===== src/inc/dcpm_defs.svh =====
// Offsets, field positions, reset values and timing counts of the mode controller
`ifndef DCPM_DEFS_SVH
`define DCPM_DEFS_SVH
`define DCPM_CFG_ADDR 12'hffc
`define DCPM_CFG_WIDTH 14
`define DCPM_CFG_LOCK_BIT 13
`define DCPM_CFG_REUSE_BIT 12
`define DCPM_CFG_XRST_EN_BIT 11
`define DCPM_CFG_DOG_EN_BIT 10
`define DCPM_CFG_FSRC_HI 9
`define DCPM_CFG_FSRC_LO 8
`define DCPM_CFG_DROP_HI 7
`define DCPM_CFG_DROP_LO 6
`define DCPM_CFG_DEFAULT 14'h3fe0
`define DCPM_FSRC_CRYSTAL 2'h3
`define DCPM_FSRC_EXT_RC 2'h0
`define DCPM_FSRC_INT_RC 2'h1
`define DCPM_DROP_HIGH 2'h0
`define DCPM_DROP_MID 2'h1
`define DCPM_DROP_LOW 2'h2
`define DCPM_HALF_ADDR 12'h800
`define DCPM_REUSE_VECTOR 12'h200
`define DCPM_RESERVED_ADDR 12'hff0
`define DCPM_CLK_SETUP_RESET 5'h04
`define DCPM_RST_STRETCH 4'h8
`endif


===== src/inc/dcpm_pkg.sv =====
// Types of the mode controller
package dcpm_pkg;
  typedef enum logic [1:0] {
    dcpm_fast = 2'h0,
    dcpm_slow = 2'h1,
    dcpm_idle = 2'h3,
    dcpm_stop = 2'h2
  } dcpm_mode_type;
  typedef enum logic [2:0] {
    dcpm_src_fast_crystal = 3'h0,
    dcpm_src_ext_rc = 3'h1,
    dcpm_src_fast_int_rc = 3'h2,
    dcpm_src_slow_crystal = 3'h3,
    dcpm_src_slow_int_rc = 3'h4,
    dcpm_src_touch = 3'h5
  } dcpm_src_type;
endpackage : dcpm_pkg


===== src/inc/dcpm_gate_if.sv =====
// Gate enables passed from the mode controller to its clock router
interface dcpm_gate_if;
  logic fast_run;
  logic slow_run;
  logic cpu_run;
  logic periph_run;
  logic use_slow;
  logic itimer_fast;
  logic itimer_run;
  modport ctrl (output fast_run, slow_run, cpu_run, periph_run, use_slow, itimer_fast,
    itimer_run);
  modport route (input fast_run, slow_run, cpu_run, periph_run, use_slow, itimer_fast,
    itimer_run);
endinterface : dcpm_gate_if


===== src/verilog/dcpm_ctrl.sv =====
// Operating mode, clock selection, reset and configuration word control
// ****************************************
// What this block does
// - Power-on loads register defaults; clock, drop level, protection come from config word.
// - Hold static reset while supply sits below the configured drop level.
// - Pin and dog resets enabled by config; restore defaults, keep timeout flags.
// - Config word sits at FFCh, programmer-written only, upper nine bits default one.
// - Config bit 13 low hides true program memory from external read-out.
// - Lock with reuse_n high guards first half; reuse_n low guards all but reserved.
// - Start in FAST after any reset; config [9:8] picks the fast source.
// - Any of six sources may clock the CPU; IDLE keeps only slow clock.
// - FAST clocks CPU and peripherals fast while halt is zero; timer fast only with pick one, select zero.
// - SLOW runs CPU and peripherals from chosen slow source, fast clock stopped.
// - Sleep with slow enabled and timer pick zero enters IDLE.
// - Sleep with slow disabled enters STOP; both oscillators powered down.
// - Slow oscillator keeps running in FAST while its enable stays set.
// - IDLE wakes on external, port B, wake timer or interval timer interrupts.
// - STOP wakes on external, port B or wake timer, never interval timer.
// - CPU clock divided by two for the instruction phases.
// ****************************************
module dcpm_ctrl (
  // Clock and reset
  input wire logic clk,
  input wire logic nrst,
  // Supply monitors and reset pins
  input wire logic below_drop_level_high,
  input wire logic below_drop_level_mid,
  input wire logic below_drop_level_low,
  input wire logic ext_reset_n,
  input wire logic dog_timer_expired,
  // Configuration word read port
  input wire logic [13:0] cfg_data,
  output logic [11:0] cfg_addr,
  output logic cfg_read,
  // Clock setup register write from CPU
  input wire logic clock_setup_wr,
  input wire logic [4:0] clock_setup_wdata,
  output logic [4:0] clock_setup_reg,
  // Sleep instruction and wake sources
  input wire logic sleep_exec,
  input wire logic external_interrupt,
  input wire logic port_b_low_wake,
  input wire logic wake_interval_timer,
  input wire logic interval_timer_irq,
  // Source ticks
  input wire logic fast_tick,
  input wire logic slow_tick,
  // External program memory read-out
  input wire logic [11:0] dump_addr,
  input wire logic [13:0] dump_rom_data,
  output logic [13:0] dump_data,
  // Mode, reset and status
  output dcpm_pkg::dcpm_mode_type mode,
  output dcpm_pkg::dcpm_src_type cpu_source,
  output logic sys_reset_n,
  output logic por_reset_n,
  output logic [13:0] boot_configuration_word,
  output logic fast_osc_on,
  output logic slow_osc_on,
  output logic cpu_clock,
  output logic cpu_phase,
  output logic periph_clock,
  output logic itimer_clock
);
  import dcpm_pkg::*;
  `include "dcpm_defs.svh"

  // ****************************************
  // Pin synchronisation
  // ****************************************
  logic [4:0] pins_raw;
  logic [4:0] pins;
  assign pins_raw = {below_drop_level_high, below_drop_level_mid, below_drop_level_low,
    ext_reset_n, dog_timer_expired};

  dcpm_sync #(.WIDTH(5)) u_sync (
    .clk(clk),
    .nrst(nrst),
    .async_in(pins_raw),
    .sync_out(pins)
  );

  // ****************************************
  // Configuration word fetch after power-on
  // ****************************************
  logic cfg_loaded;

  assign cfg_addr = `DCPM_CFG_ADDR;

  always_ff @(posedge clk or negedge nrst) begin
    if (!nrst) begin
      cfg_loaded <= 1'b0;
      cfg_read <= 1'b0;
      boot_configuration_word <= `DCPM_CFG_DEFAULT;
    end else if (!cfg_loaded) begin
      cfg_read <= ~cfg_read;
      if (cfg_read) begin
        boot_configuration_word <= cfg_data;
        cfg_loaded <= 1'b1;
      end
    end else begin
      cfg_read <= 1'b0;
    end
  end

  // ****************************************
  // Reset sources
  // ****************************************
  logic [1:0] drop_sel;
  logic below_drop;
  logic warm_req;
  logic [3:0] stretch;

  assign drop_sel = boot_configuration_word[`DCPM_CFG_DROP_HI:`DCPM_CFG_DROP_LO];

  always_comb begin
    case (drop_sel)
      `DCPM_DROP_HIGH: below_drop = pins[4];
      `DCPM_DROP_MID: below_drop = pins[3];
      default: below_drop = pins[2];
    endcase
  end

  // Dog and pin resets only count when the word allows them
  assign warm_req = below_drop
    || (boot_configuration_word[`DCPM_CFG_XRST_EN_BIT] && !pins[1])
    || (boot_configuration_word[`DCPM_CFG_DOG_EN_BIT] && pins[0]);

  // Stretched so that a short glitch still clears every control register
  always_ff @(posedge clk or negedge nrst) begin
    if (!nrst) begin
      stretch <= `DCPM_RST_STRETCH;
    end else if (warm_req || !cfg_loaded) begin
      stretch <= `DCPM_RST_STRETCH;
    end else if (stretch != 4'h0) begin
      stretch <= stretch - 4'h1;
    end
  end

  always_ff @(posedge clk or negedge nrst) begin
    if (!nrst) begin
      sys_reset_n <= 1'b0;
      por_reset_n <= 1'b0;
    end else begin
      sys_reset_n <= (stretch == 4'h0) && !warm_req;
      // Timeout flags live behind this reset, so warm resets leave them
      por_reset_n <= cfg_loaded;
    end
  end

  // ****************************************
  // Clock setup register
  // ****************************************
  // Fields: [4] pick, [3] halt, [2] select, [1:0] slow source
  logic slow_osc_enable;
  logic slow_clock_select;
  logic fast_osc_halt;
  logic interval_timer_clock_pick;
  logic [1:0] slow_source_field;

  always_ff @(posedge clk or negedge nrst) begin
    if (!nrst) begin
      clock_setup_reg <= `DCPM_CLK_SETUP_RESET;
      slow_osc_enable <= 1'b0;
    end else if (!sys_reset_n) begin
      clock_setup_reg <= `DCPM_CLK_SETUP_RESET;
      slow_osc_enable <= 1'b0;
    end else if (clock_setup_wr && (mode == dcpm_fast || mode == dcpm_slow)) begin
      clock_setup_reg <= clock_setup_wdata;
      slow_osc_enable <= clock_setup_wdata[2] | clock_setup_wdata[4] ? 1'b1 : 1'b0;
    end
  end

  assign interval_timer_clock_pick = clock_setup_reg[4];
  assign fast_osc_halt = clock_setup_reg[3];
  assign slow_clock_select = clock_setup_reg[2] && slow_osc_enable;
  assign slow_source_field = clock_setup_reg[1:0];

  // ****************************************
  // Operating mode machine
  // ****************************************
  dcpm_mode_type next_mode;
  logic wake_idle;
  logic wake_stop;

  assign wake_idle = external_interrupt || port_b_low_wake || wake_interval_timer
    || interval_timer_irq;
  assign wake_stop = external_interrupt || port_b_low_wake || wake_interval_timer;

  always_comb begin
    next_mode = mode;
    case (mode)
      dcpm_fast, dcpm_slow: begin
        if (sleep_exec && slow_osc_enable && !interval_timer_clock_pick) begin
          next_mode = dcpm_idle;
        end else if (sleep_exec && !slow_osc_enable) begin
          next_mode = dcpm_stop;
        end else if (slow_clock_select) begin
          next_mode = dcpm_slow;
        end else begin
          next_mode = dcpm_fast;
        end
      end
      dcpm_idle: begin
        // Setup bits were frozen during sleep, so the old selection returns
        if (wake_idle) begin
          next_mode = slow_clock_select ? dcpm_slow : dcpm_fast;
        end
      end
      dcpm_stop: begin
        if (wake_stop) begin
          next_mode = slow_clock_select ? dcpm_slow : dcpm_fast;
        end
      end
      default: next_mode = dcpm_fast;
    endcase
  end

  always_ff @(posedge clk or negedge nrst) begin
    if (!nrst) begin
      mode <= dcpm_fast;
    end else if (!sys_reset_n) begin
      mode <= dcpm_fast;
    end else begin
      mode <= next_mode;
    end
  end

  // ****************************************
  // Source selection and oscillator power
  // ****************************************
  dcpm_src_type fast_src;
  dcpm_src_type slow_src;

  function automatic dcpm_src_type fast_decode(input logic [1:0] sel);
    case (sel)
      `DCPM_FSRC_CRYSTAL: fast_decode = dcpm_src_fast_crystal;
      `DCPM_FSRC_INT_RC: fast_decode = dcpm_src_fast_int_rc;
      default: fast_decode = dcpm_src_ext_rc;
    endcase
  endfunction : fast_decode

  always_comb begin
    fast_src = fast_decode(boot_configuration_word[`DCPM_CFG_FSRC_HI:`DCPM_CFG_FSRC_LO]);
    case (slow_source_field)
      2'h0: slow_src = dcpm_src_slow_crystal;
      2'h1: slow_src = dcpm_src_ext_rc;
      2'h2: slow_src = dcpm_src_slow_int_rc;
      default: slow_src = dcpm_src_touch;
    endcase
  end

  always_ff @(posedge clk or negedge nrst) begin
    if (!nrst) begin
      cpu_source <= dcpm_src_fast_crystal;
      fast_osc_on <= 1'b1;
      slow_osc_on <= 1'b0;
    end else begin
      cpu_source <= (mode == dcpm_slow) ? slow_src : fast_src;
      fast_osc_on <= (mode == dcpm_fast || mode == dcpm_slow) && !fast_osc_halt
        && mode != dcpm_slow;
      slow_osc_on <= slow_osc_enable && mode != dcpm_stop;
    end
  end

  // ****************************************
  // Clock routing
  // ****************************************
  dcpm_gate_if gate ();

  assign gate.fast_run = fast_osc_on;
  assign gate.slow_run = slow_osc_on;
  assign gate.cpu_run = (mode == dcpm_fast || mode == dcpm_slow) && sys_reset_n;
  assign gate.periph_run = gate.cpu_run;
  assign gate.use_slow = (mode == dcpm_slow);
  assign gate.itimer_fast = interval_timer_clock_pick && !slow_clock_select;
  assign gate.itimer_run = (mode != dcpm_stop) && sys_reset_n;

  dcpm_route u_route (
    .clk(clk),
    .nrst(nrst),
    .gate(gate.route),
    .fast_tick(fast_tick),
    .slow_tick(slow_tick),
    .cpu_clock(cpu_clock),
    .cpu_phase(cpu_phase),
    .periph_clock(periph_clock),
    .itimer_clock(itimer_clock)
  );

  // ****************************************
  // Code protection on read-out
  // ****************************************
  logic lock_hit;

  always_comb begin
    lock_hit = 1'b0;
    if (!boot_configuration_word[`DCPM_CFG_LOCK_BIT]) begin
      if (boot_configuration_word[`DCPM_CFG_REUSE_BIT]) begin
        lock_hit = dump_addr < `DCPM_HALF_ADDR;
      end else begin
        lock_hit = dump_addr < `DCPM_RESERVED_ADDR;
      end
    end
  end

  // Protected words read as all ones, a value no tool takes as code
  always_ff @(posedge clk or negedge nrst) begin
    if (!nrst) begin
      dump_data <= 14'h3fff;
    end else begin
      dump_data <= lock_hit ? 14'h3fff : dump_rom_data;
    end
  end
endmodule : dcpm_ctrl


===== src/verilog/dcpm_sync.sv =====
// Two-stage synchroniser for asynchronous pin levels
module dcpm_sync #(
  parameter int WIDTH = 1
) (
  // Clock and reset
  input wire logic clk,
  input wire logic nrst,
  // Data
  input wire logic [WIDTH-1:0] async_in,
  output logic [WIDTH-1:0] sync_out
);
  logic [WIDTH-1:0] stage1;

  always_ff @(posedge clk or negedge nrst) begin
    if (!nrst) begin
      stage1 <= '0;
      sync_out <= '0;
    end else begin
      stage1 <= async_in;
      sync_out <= stage1;
    end
  end
endmodule : dcpm_sync


===== src/verilog/dcpm_route.sv =====
// Clock enable router: CPU phases and peripheral enables from the mode gates
module dcpm_route (
  // Clock and reset
  input wire logic clk,
  input wire logic nrst,
  // Gates
  dcpm_gate_if.route gate,
  // Source ticks
  input wire logic fast_tick,
  input wire logic slow_tick,
  // Enables
  output logic cpu_clock,
  output logic cpu_phase,
  output logic periph_clock,
  output logic itimer_clock
);
  logic cpu_src;

  assign cpu_src = gate.cpu_run &&
    (gate.use_slow ? (slow_tick && gate.slow_run) : (fast_tick && gate.fast_run));

  always_ff @(posedge clk or negedge nrst) begin
    if (!nrst) begin
      cpu_clock <= 1'b0;
      periph_clock <= 1'b0;
      itimer_clock <= 1'b0;
    end else begin
      cpu_clock <= cpu_src;
      periph_clock <= gate.periph_run && cpu_src;
      itimer_clock <= gate.itimer_run &&
        (gate.itimer_fast ? (fast_tick && gate.fast_run) : (slow_tick && gate.slow_run));
    end
  end

  // Two CPU clocks make one instruction cycle
  always_ff @(posedge clk or negedge nrst) begin
    if (!nrst) begin
      cpu_phase <= 1'b0;
    end else if (cpu_src) begin
      cpu_phase <= ~cpu_phase;
    end
  end
endmodule : dcpm_route


===== config.mk =====
export PLATFORM = sky130hd
export DESIGN_NAME = dcpm_ctrl
export DESIGN_NICKNAME = d
export VERILOG_FILES = /design/src/inc/dcpm_pkg.sv /design/src/inc/dcpm_gate_if.sv /design/src/verilog/dcpm_ctrl.sv /design/src/verilog/dcpm_sync.sv /design/src/verilog/dcpm_route.sv
export VERILOG_INCLUDE_DIRS = /design/src /design/src/inc
export SDC_FILE = /design/constraint.sdc
export NUM_CORES = 1
export LEC_CHECK = 0
export ABC_AREA = 1
export BUFFER_PORTS_ARGS = -buffer_cell sky130_fd_sc_hd__buf_2
export CAP_MARGIN = 20
export CORE_ASPECT_RATIO = 1.25
export CORE_MARGIN = 8
export CORE_UTILIZATION = 35
export DETAILED_ROUTE_END_ITERATION = 6
export GPL_TIMING_DRIVEN = 0
export HOLD_SLACK_MARGIN = 0.06
export PLACE_DENSITY = 0.75
export SLEW_MARGIN = 20
export SYNTH_ARGS = -nofsm -noshare
export SYNTH_HDL_FRONTEND = slang
export SYNTH_SLANG_ARGS = --single-unit
export TNS_END_PERCENT = 100

===== constraint.sdc =====
create_clock -name clk -period 1.4 [get_ports clk]
set_input_delay 0.28 -clock clk [delete_from_list [all_inputs] [get_ports clk]]
set_output_delay 0.28 -clock clk [all_outputs]
set_load 0.01 [all_outputs]

# [Word level (Yosys, flattened, before mapping)]
# Index checks and enable logic that the tools add are counted.
# Widths: inputs -> output; s select.
[totals] register_bits=63 in_bits=60 out_inout_bits=59 elab_cells=107
[op_classes] add_sub_neg=1 magnitude_cmp=2 eq_ne=13 n_mux=26 bitwise=4 n_reduce_logical=42
[op_table] cell="$lt 12x12->1 const B" count=2
[op_table] cell="$logic_and 1x1->1" count=19
[op_table] cell="$mux 14" count=1
[op_table] cell="$mux 1" count=11
[op_table] cell="$mux 2" count=5
[op_table] cell="$mux 5" count=2
[op_table] cell="$pmux 3 s3" count=1
[op_table] cell="$eq 2x1->1 const B" count=4
[op_table] cell="$eq 2x2->1 const B" count=4
[op_table] cell="$mux 4" count=2
[op_table] cell="$logic_not 1->1" count=7
[op_table] cell="$logic_or 1x1->1" count=7
[op_table] cell="$logic_not 2->1" count=3
[op_table] cell="$ne 3x3->1 const B" count=2
[op_table] cell="$pmux 2 s3" count=1
[op_table] cell="$logic_not 4->1" count=1
[op_table] cell="$ne 2x1->1 const B" count=2
[op_table] cell="$pmux 2 s2" count=1
[op_table] cell="$reduce_and 2->1" count=2
[op_table] cell="$reduce_bool 4->1" count=1
[op_table] cell="$sub 4x1->4 const B" count=1
[op_table] cell="$mux 3" count=1
[op_table] cell="$not 1->1" count=3
[op_table] cell="$ne 2x2->1 const B" count=1
[op_table] cell="4 further kinds" count=4

# [Depth between registers and ports, before layout]
# Gate-level depths: netlist (run 1).
[logic_depth] ltp_word=6 depth_mapped=6 ltp_nobuf=6

# [Hierarchy]
# From an unflattened synthesis (run 1), not the netlist that was laid out.
[hier_totals] hier_cells=235 hier_area_um2=2578.7
[modules_own_cells] module="dcpm_ctrl" n_inst=1 cells_per_inst=204 area_each_um2=2152.1 seq_area_each_um2=1258.7
[modules_own_cells] module="dcpm_sync" n_inst=1 cells_per_inst=10 area_each_um2=250.2 seq_area_each_um2=250.2
[modules_own_cells] module="dcpm_route" n_inst=1 cells_per_inst=21 area_each_um2=176.4 seq_area_each_um2=100.1

# [Worst setup path after synthesis (run 1)]
# Ideal clock, no wire load.
[synth_timing] path_type="reg2reg" startpoint="register cfg_loaded" endpoint="register boot_configuration_word[3]" setup_ns=0.125 arrival_ns=1.044 required_ns=1.275 slack_ns=0.231 stages_incl_launch_ff=6 path_buffers=2 synth_period_minus_slack_ns=1.169 cell_sequence="dfrtp_1 buf_6 clkinv_2 nand2_4 buf_6 mux2_4"
[synth_via] elab_chain_len=2
[synth_rtl] item="start: declaration" line_no="dcpm_ctrl.sv:86" text="logic cfg_loaded;"
[synth_rtl] item="start signal: assignment" line_no="dcpm_ctrl.sv:92" text="cfg_loaded <= 1'b0;"
[synth_rtl] item="start signal: assignment" line_no="dcpm_ctrl.sv:99" text="cfg_loaded <= 1'b1;"
[synth_rtl] item="$not 1->1 (no line)"
[synth_rtl] item="$reduce_and 2->1 (no line)"
[synth_rtl] item="end signal: assignment" line_no="dcpm_ctrl.sv:94" text="boot_configuration_word <= `DCPM_CFG_DEFAULT;"
[synth_rtl] item="end signal: assignment" line_no="dcpm_ctrl.sv:98" text="boot_configuration_word <= cfg_data;"
[synth_rtl] item="end: declaration" line_no="dcpm_ctrl.sv:57" text="output logic [13:0] boot_configuration_word,"
# Every way passes these cells.
# A chain may end at the register's enable or synchronous reset.

# [Worst setup path in the final report (run 1)]
[layout_timing] startpoint="register boot_configuration_word[8]" endpoint="output port boot_configuration_word[8]"
# No word-level cell between the ends.

==> results of run 1 <==
area by class of cell:
| type | instances | share of cell area, % |
|---|---|---|
| Multi-Input combinational cell | 123 | 20.5 |
| Inverter | 34 | 3.70 |
| Timing Repair Buffer | 108 | 16.5 |
| Clock buffer | 12 | 4.17 |
| Clock inverter | 4 | 2.73 |
| Buffer | 16 | 3.67 |
| Sequential cell | 62 | 45.5 |
| Tap cell | 90 | 3.24 |
cell families (layout without fill, tap and decap cells):
group	Yosys count	after routing	share of synthesized area, %
DFF	62	62	63.0
buffers and inverters	50	174	10.2
and+or+nand+nor	77	77	13.7
muxes	13	13	7.01
xor gates and xnor gates	3	3	1.04
AOI/OAI and AO/OA	16	16	3.83
other	2	12	0.298
adders and majority gates	2	2	0.994
per-layer routing:
layer  vias up  part of all wire [%]  wire, um  track usage, %
li1        939                     -         -               -
met3         7                    12       701            6.78
met2        92                    47      2780            18.9
met1       903                    40      2320            12.1
met5         -                     0         0               0
met4         0                   1.1        67            4.85
synth_stat cells, types with 2 or more instances:
cell / instances
nand2_1: 43
dfrtp_1: 36
inv_1: 32
dfstp_2: 26
buf_4: 14
nand3_1: 10
mux2_4: 8
nor2_1: 8
nand4_1: 6
o21ai_0: 6
mux2_2: 5
a21oi_1: 4
nor3_1: 4
a22o_1: 2
buf_6: 2
conb_1: 2
ha_1: 2
nand3b_1: 2
nor2_2: 2
xnor2_1: 2
per-stage QoR:
stage | setup WS (ns) | util (%) | cell area [um^2] | total power, W | hold slack [ns]
CTS | 0.0575 | 49.9 | 3480 | 0.00455 | 0.109
finish | 0.0886 | 49.9 | 3480 | 0.00449 | 0.133
detailed placement | 0.0952 | 45.6 | 3180 | 0.00263 | 0.335
floorplan | 0.231 | - | 2550 | 0.00237 | -0.0156
global placement | -0.0860 | 45.5 | 3180 | 0.00259 | 0.332
global route | 0.0347 | 49.9 | 3480 | 0.00472 | 0.122
power by group:
part | internal (W) | total (W) | switching, W | leakage [nW]
Clock | 0.00123 | 0.00188 | 0.000649 | 0.121
Sequential | 0.00196 | 0.00203 | 0.0000695 | 0.723
Combinational | 0.000269 | 0.000581 | 0.000312 | 1.04
Total | 0.00346 | 0.00449 | 0.00103 | 1.89
worst min path at each step:
stage / from / end / slack, ns / cells past startpoint
3_5_place_dp: u_sync.stage1[3] / u_sync.sync_out[3] / 0.33 / 0
5_1_grt: dump_rom_data[11] / dump_data[11] / 0.12 / 3
4_1_cts: dump_rom_data[1] / dump_data[1] / 0.11 / 3
2_1_floorplan: nrst / boot_configuration_word[0] / -0.02 / 0
3_3_place_gp: u_sync.stage1[0] / u_sync.sync_out[0] / 0.33 / 0
6_report: dump_rom_data[1] / dump_data[1] / 0.13 / 3
repair_timing:
| action | CTS | global route |
|---|---|---|
| buffers inserted | 0 | 0 |
| hold endpoints to repair | 37 | 0 |
| hold buffers | 6 | 0 |
cell usage in the layout (no fill, tap or decap), types with 3 or more instances in the layout:
cell,instances
o21ai_0,6
buf_2,101
nand4_1,6
conb_1,12
nand2_1,43
dlygate4sd3_1,6
nor2_1,8
nand3_1,10
nor3_1,4
mux2_4,8
mux2_2,5
dfrtp_1,36
a21oi_1,4
dfstp_2,26
clkbuf_8,10
inv_1,32
buf_4,15
bufinv_16,3
==> metrics, run 1 <==
# Max-Cap Violations 0; largest net degree at the start of global routing 63; Chip Height ~110 um; DR WL/cell between 10 and 15 um; Tcrit/Tclk final 93.7%; mapped cell area 2520 um^2; CP endpoint boot_configuration_word[8]; CTS sink cnt 62; drt first pass iters 6; vias per inst 4.32; core box area 6980 um^2; post-synth top area share 35.8%; initial antenna violation count 0; maximum clock frequency around 0.76 GHz; ys async rst share 100%; final wirelength between 5000 and 6000 um; Leak 1.89 nW; Critical Path Start boot_configuration_word[8]; power per cell area 1290 nW/um^2; vias in the first global route around 2100; Final Critical Period roughly 1.3 ns; Yosys warning count 0; worst reg2reg startpoint cfg_loaded; cell taking the most area after synthesis dfrtp_1; VDD IR-drop max between 0.8 and 0.9 mV; register area share after synthesis approximately 63%; Root Driver clkbuf_8; DP HPWL ~4400 um; first-pass GRT wire length about 9600 um; CTS Buf Count 9; Worst Clk Skew ~0.010 ns; dominant cells by area after synthesis dfrtp_1 36%, dfstp_2 27%, nand2_1 6.4%; Crit path max-delay family flip-flops; Startpoint Class flop; worst-path cell chain buf_2; Die Width between 90 and 100 um; ys flop type dfrtp_1; R2R cell count 5; setup violators final 0; Setup Crit Path Kind reg2out; gpl congestion 0.841; DRT iter0 DRCs 64; crit-path max cell delay between 0.5 and 0.6 ns; outcome finished, final reports clean; worst rel slew slack 48.1%; Buffers & Inverters on Critical Path 1; area taken by multi-input logic gates between 700 and 800 um^2; clk slew on worst S/H paths approximately 0.070 ns; cell count after placement roughly 430; post-CTS sizing 0; H-tree level count 3; Die ar. 10200 um^2; worst-path maximum fanout 4; Fin. Hold Viols 0; DRC viols 0; total track usage between 10% and 20%; Crit-path slowest cell dfstp_2; CP required around 1.1 ns; fillers between 600 and 700; antenna-violating nets left 0; final setup TNS 0 ns; Largest regs boot_configuration_word (14), dump_data (14); Worst path depth 1; post-synthesis register bit count slightly above 60; Worst-Skew Late Latency about 0.33 ns; worst slew pin tran roughly 0.78 ns; Initial Utilization around 36%; synthesized area per cell 11.2 um^2; Worst setup EP type output pin; Post-synth EDFFs 0; Netlist cell types 29; cells after synthesis 225; IO buf count 102; # IOs 119; grt ovf 0; row count 34; share of cells above drive strength 1 a little under 50%; FF+latch area 1580 um^2; Clock Tree Buf Depth 2; CTS tree done; Worst Path Arrival approximately 1.0 ns; via count 1941; worst hold path class in2reg; Layout area overhead 38.3%; fin cells around 450; worst r2r dst boot_configuration_word[4]; max-slew violations 0; antenna diode instance count 0; RSZ-0062 raised after global routing false; R2R Setup Slk approximately 0.11 ns; Nets 416
Power figures use the tool's default switching activity.
==> inputs of run 2 (changes only) <==
--- a/config.mk
+++ b/config.mk
@@ -6,13 +6,13 @@
 export SDC_FILE = /design/constraint.sdc
 export NUM_CORES = 1
 export LEC_CHECK = 0
-export ABC_AREA = 1
 export BUFFER_PORTS_ARGS = -buffer_cell sky130_fd_sc_hd__buf_2
 export CAP_MARGIN = 20
 export CORE_ASPECT_RATIO = 1.25
 export CORE_MARGIN = 8
 export CORE_UTILIZATION = 35
 export DETAILED_ROUTE_END_ITERATION = 6
+export GPL_ROUTABILITY_DRIVEN = 0
 export GPL_TIMING_DRIVEN = 0
 export HOLD_SLACK_MARGIN = 0.06
 export PLACE_DENSITY = 0.75
==> run 2 against run 1 <==
  * Sequential power about the same
  * The run now ends with setup timing left
  * Highest routed layer unchanged
  * Register-to-register slack got worse by 0.18 ns
  * Core utilization is 1.3 points higher
==> metrics, run 2 <==
Tcrit/Tclk final 105%; commonest cells after routing, fill and taps aside 101 x buf_2, 36 x dfrtp_1, 26 x dfstp_2; via count 1837; Worst setup EP type flop; CP required 1.62 ns; maximum clock frequency roughly 0.68 GHz; Worst Path Arrival between 1.5 and 2 ns; DR WL/cell about 14 um; CTS sink cnt 62; Clock Tree Buf Depth 2; Post-synth top cells 36 x dfrtp_1, 26 x dfstp_2, 18 x nand2_1; VDD IR-drop max roughly 0.95 mV; antenna diode instance count 0; Final Critical Period about 1.5 ns; DP HPWL 4460 um; M2 GR Usage roughly 20%; worst slew pin tran between 0.7 and 0.8 ns; clk slew on worst S/H paths roughly 0.07 ns; met3 GRT Util between 5 and 6%; vias in the first global route 2003; synthesized area per cell 12.8 um^2; ys flop type dfrtp_1; mux cell area share after synthesis under 10%; vias per inst between 4 and 5; first-pass GRT wire length roughly 9500 um; busiest grt layer met2; worst hold path class in2reg; Startpoint Class flop; core box area ~7000 um^2; fin cells 421; cell count after placement around 400; setup violators final 1; CTS tree done; area share of xor/xnor cells in the synthesized design under 10%; post-synthesis register bit count 62; Core Util, Final 51.1%; IO buf count 102; Layout area overhead 42.8%; Largest regs boot_configuration_word (14), dump_data (14); Synth Area in Adders 1.01%; Leak 1.69 nW; worst-path maximum fanout 5; Setup Crit Path Kind reg2reg; largest family of logic cells by synthesized area simple AND/OR/NAND/NOR gates; met1 Resource Use GR 12.2%; post-synth top area share 36.5%; commonest non-fill, non-tap cell in the layout buf_2; dominant cells by area after synthesis dfrtp_1 36%, dfstp_2 28%, mux2_2 6.4%; cell taking the most area after synthesis dfrtp_1; failing checks setup timing; largest net degree at the start of global routing 63; row count 34; setup ws final -0.0673 ns; Total Power ~0.0043 W; RSZ-0062 raised after global routing true; total track usage between 10% and 20%; final wirelength 5850 um; Worst-Skew Late Latency 0.32 ns; grt ovf 0; mapped cell area 2470 um^2; initial antenna violation count 0; Initial Utilization ~36%; max-slew violations 0; Die ar. around 10000 um^2; Root Driver clkbuf_8; # Max-Cap Violations 0; Worst Clk Skew slightly below 0.006 ns; compound-cell area share of the yosys netlist 5.32%; cells after synthesis 193; outcome finished, violations left; CTS Buf Count 9; Die Width 91.1 um; Chip Height between 100 and 150 um; DRT iter0 DRCs 30; Netlist cell types 39; # IOs about 120; Fin. Hold Viols 0; share of cells above drive strength 1 58.3%; worst rel slew slack approximately half; register area share after synthesis between 60 and 70%; top-count cell post-synth dfrtp_1; Nets around 390; Yosys warning count 0; H-tree level count 3; post-synthesis simple-gate area fraction about 15%; ys async rst share 100%; DRC viols 0; Post-synth EDFFs 0; power per cell area 1210 nW/um^2; antenna-violating nets left 0; drt first pass iters 4
-- run 2: stage by stage --
stage	worst slack, ns	TNS, ns	hold slack [ns]	cell area, um^2
detailed placement	-0.130	-1.26	0.336	3160
finish	-0.0673	-0.0673	0.150	3520
global route	-0.158	-0.246	0.126	3520
global placement	-0.106	-3.04	0.334	3150
floorplan	-0.0614	-0.113	-0.0156	2530
CTS	-0.0717	-0.108	0.125	3480
-- run 2: path summary, 6_finish.rpt --
kind                                   startpoint                    endpoint  slack [ns]  cells past startpoint
worst min-delay path            dump_rom_data[11]               dump_data[11]        0.15                      2
worst min register to register   u_sync.stage1[1]          u_sync.sync_out[1]        0.35                      0
max in group asynchronous                    nrst  boot_configuration_word[2]        0.32                      2
worst max register to register         stretch[1]                  stretch[1]       -0.07                      4
worst max-delay path                   stretch[1]                  stretch[1]       -0.07                      4
min in group asynchronous                    nrst                 por_reset_n        0.57                      2
-- run 2: cell type report --
class | instances | area (um^2)
multi-input cells | 115 | 826
well taps | 90 | 113
plain buffers | 19 | 144
clock inverters | 3 | 40.0
clock buffers | 13 | 179
fillers | 638 | 3370
repair buffers | 113 | 617
inverters | 6 | 22.5
flip-flops and latches | 62 | 1580
-- run 2: cell families (layout without fill, tap and decap cells) --
| group | Yosys count | after routing |
|---|---|---|
| mux | 15 | 15 |
| buf+inv | 26 | 154 |
| simple gates | 66 | 66 |
| fa+ha+maj | 2 | 2 |
| xor+xnor | 3 | 3 |
| other cells | 2 | 12 |
| compound gates | 17 | 17 |
| flops | 62 | 62 |
-- run 2: critical path: stages (launching register included) --
cell and delay, ns:
dfrtp_1 0.39, inv_2 0.08, ha_4 0.13, or3b_4 0.42
a2111oi_4 0.34
-- run 2: metal layers --
metal,up-vias,routed length [um]
met2,67,2990
met1,862,2290
met5,-,0
li1,900,-
met4,0,99
met3,8,460
-- run 2: repair_timing --
action | CTS | global route
setup buffers | 3 | 3
pin swaps | 2 | 5
endpoints found under the setup margin | 24 | 16
hold buffers | 6 | 0
gates resized for setup | 8 | 13
hold endpoints to repair | 41 | 0
-- run 2: power by group --
| group | switching (W) | internal [W] | leakage [nW] |
|---|---|---|---|
| sequential | 0.0000624 | 0.00194 | 0.723 |
| combinational | 0.000300 | 0.000325 | 0.855 |
| clock | 0.000631 | 0.00101 | 0.115 |
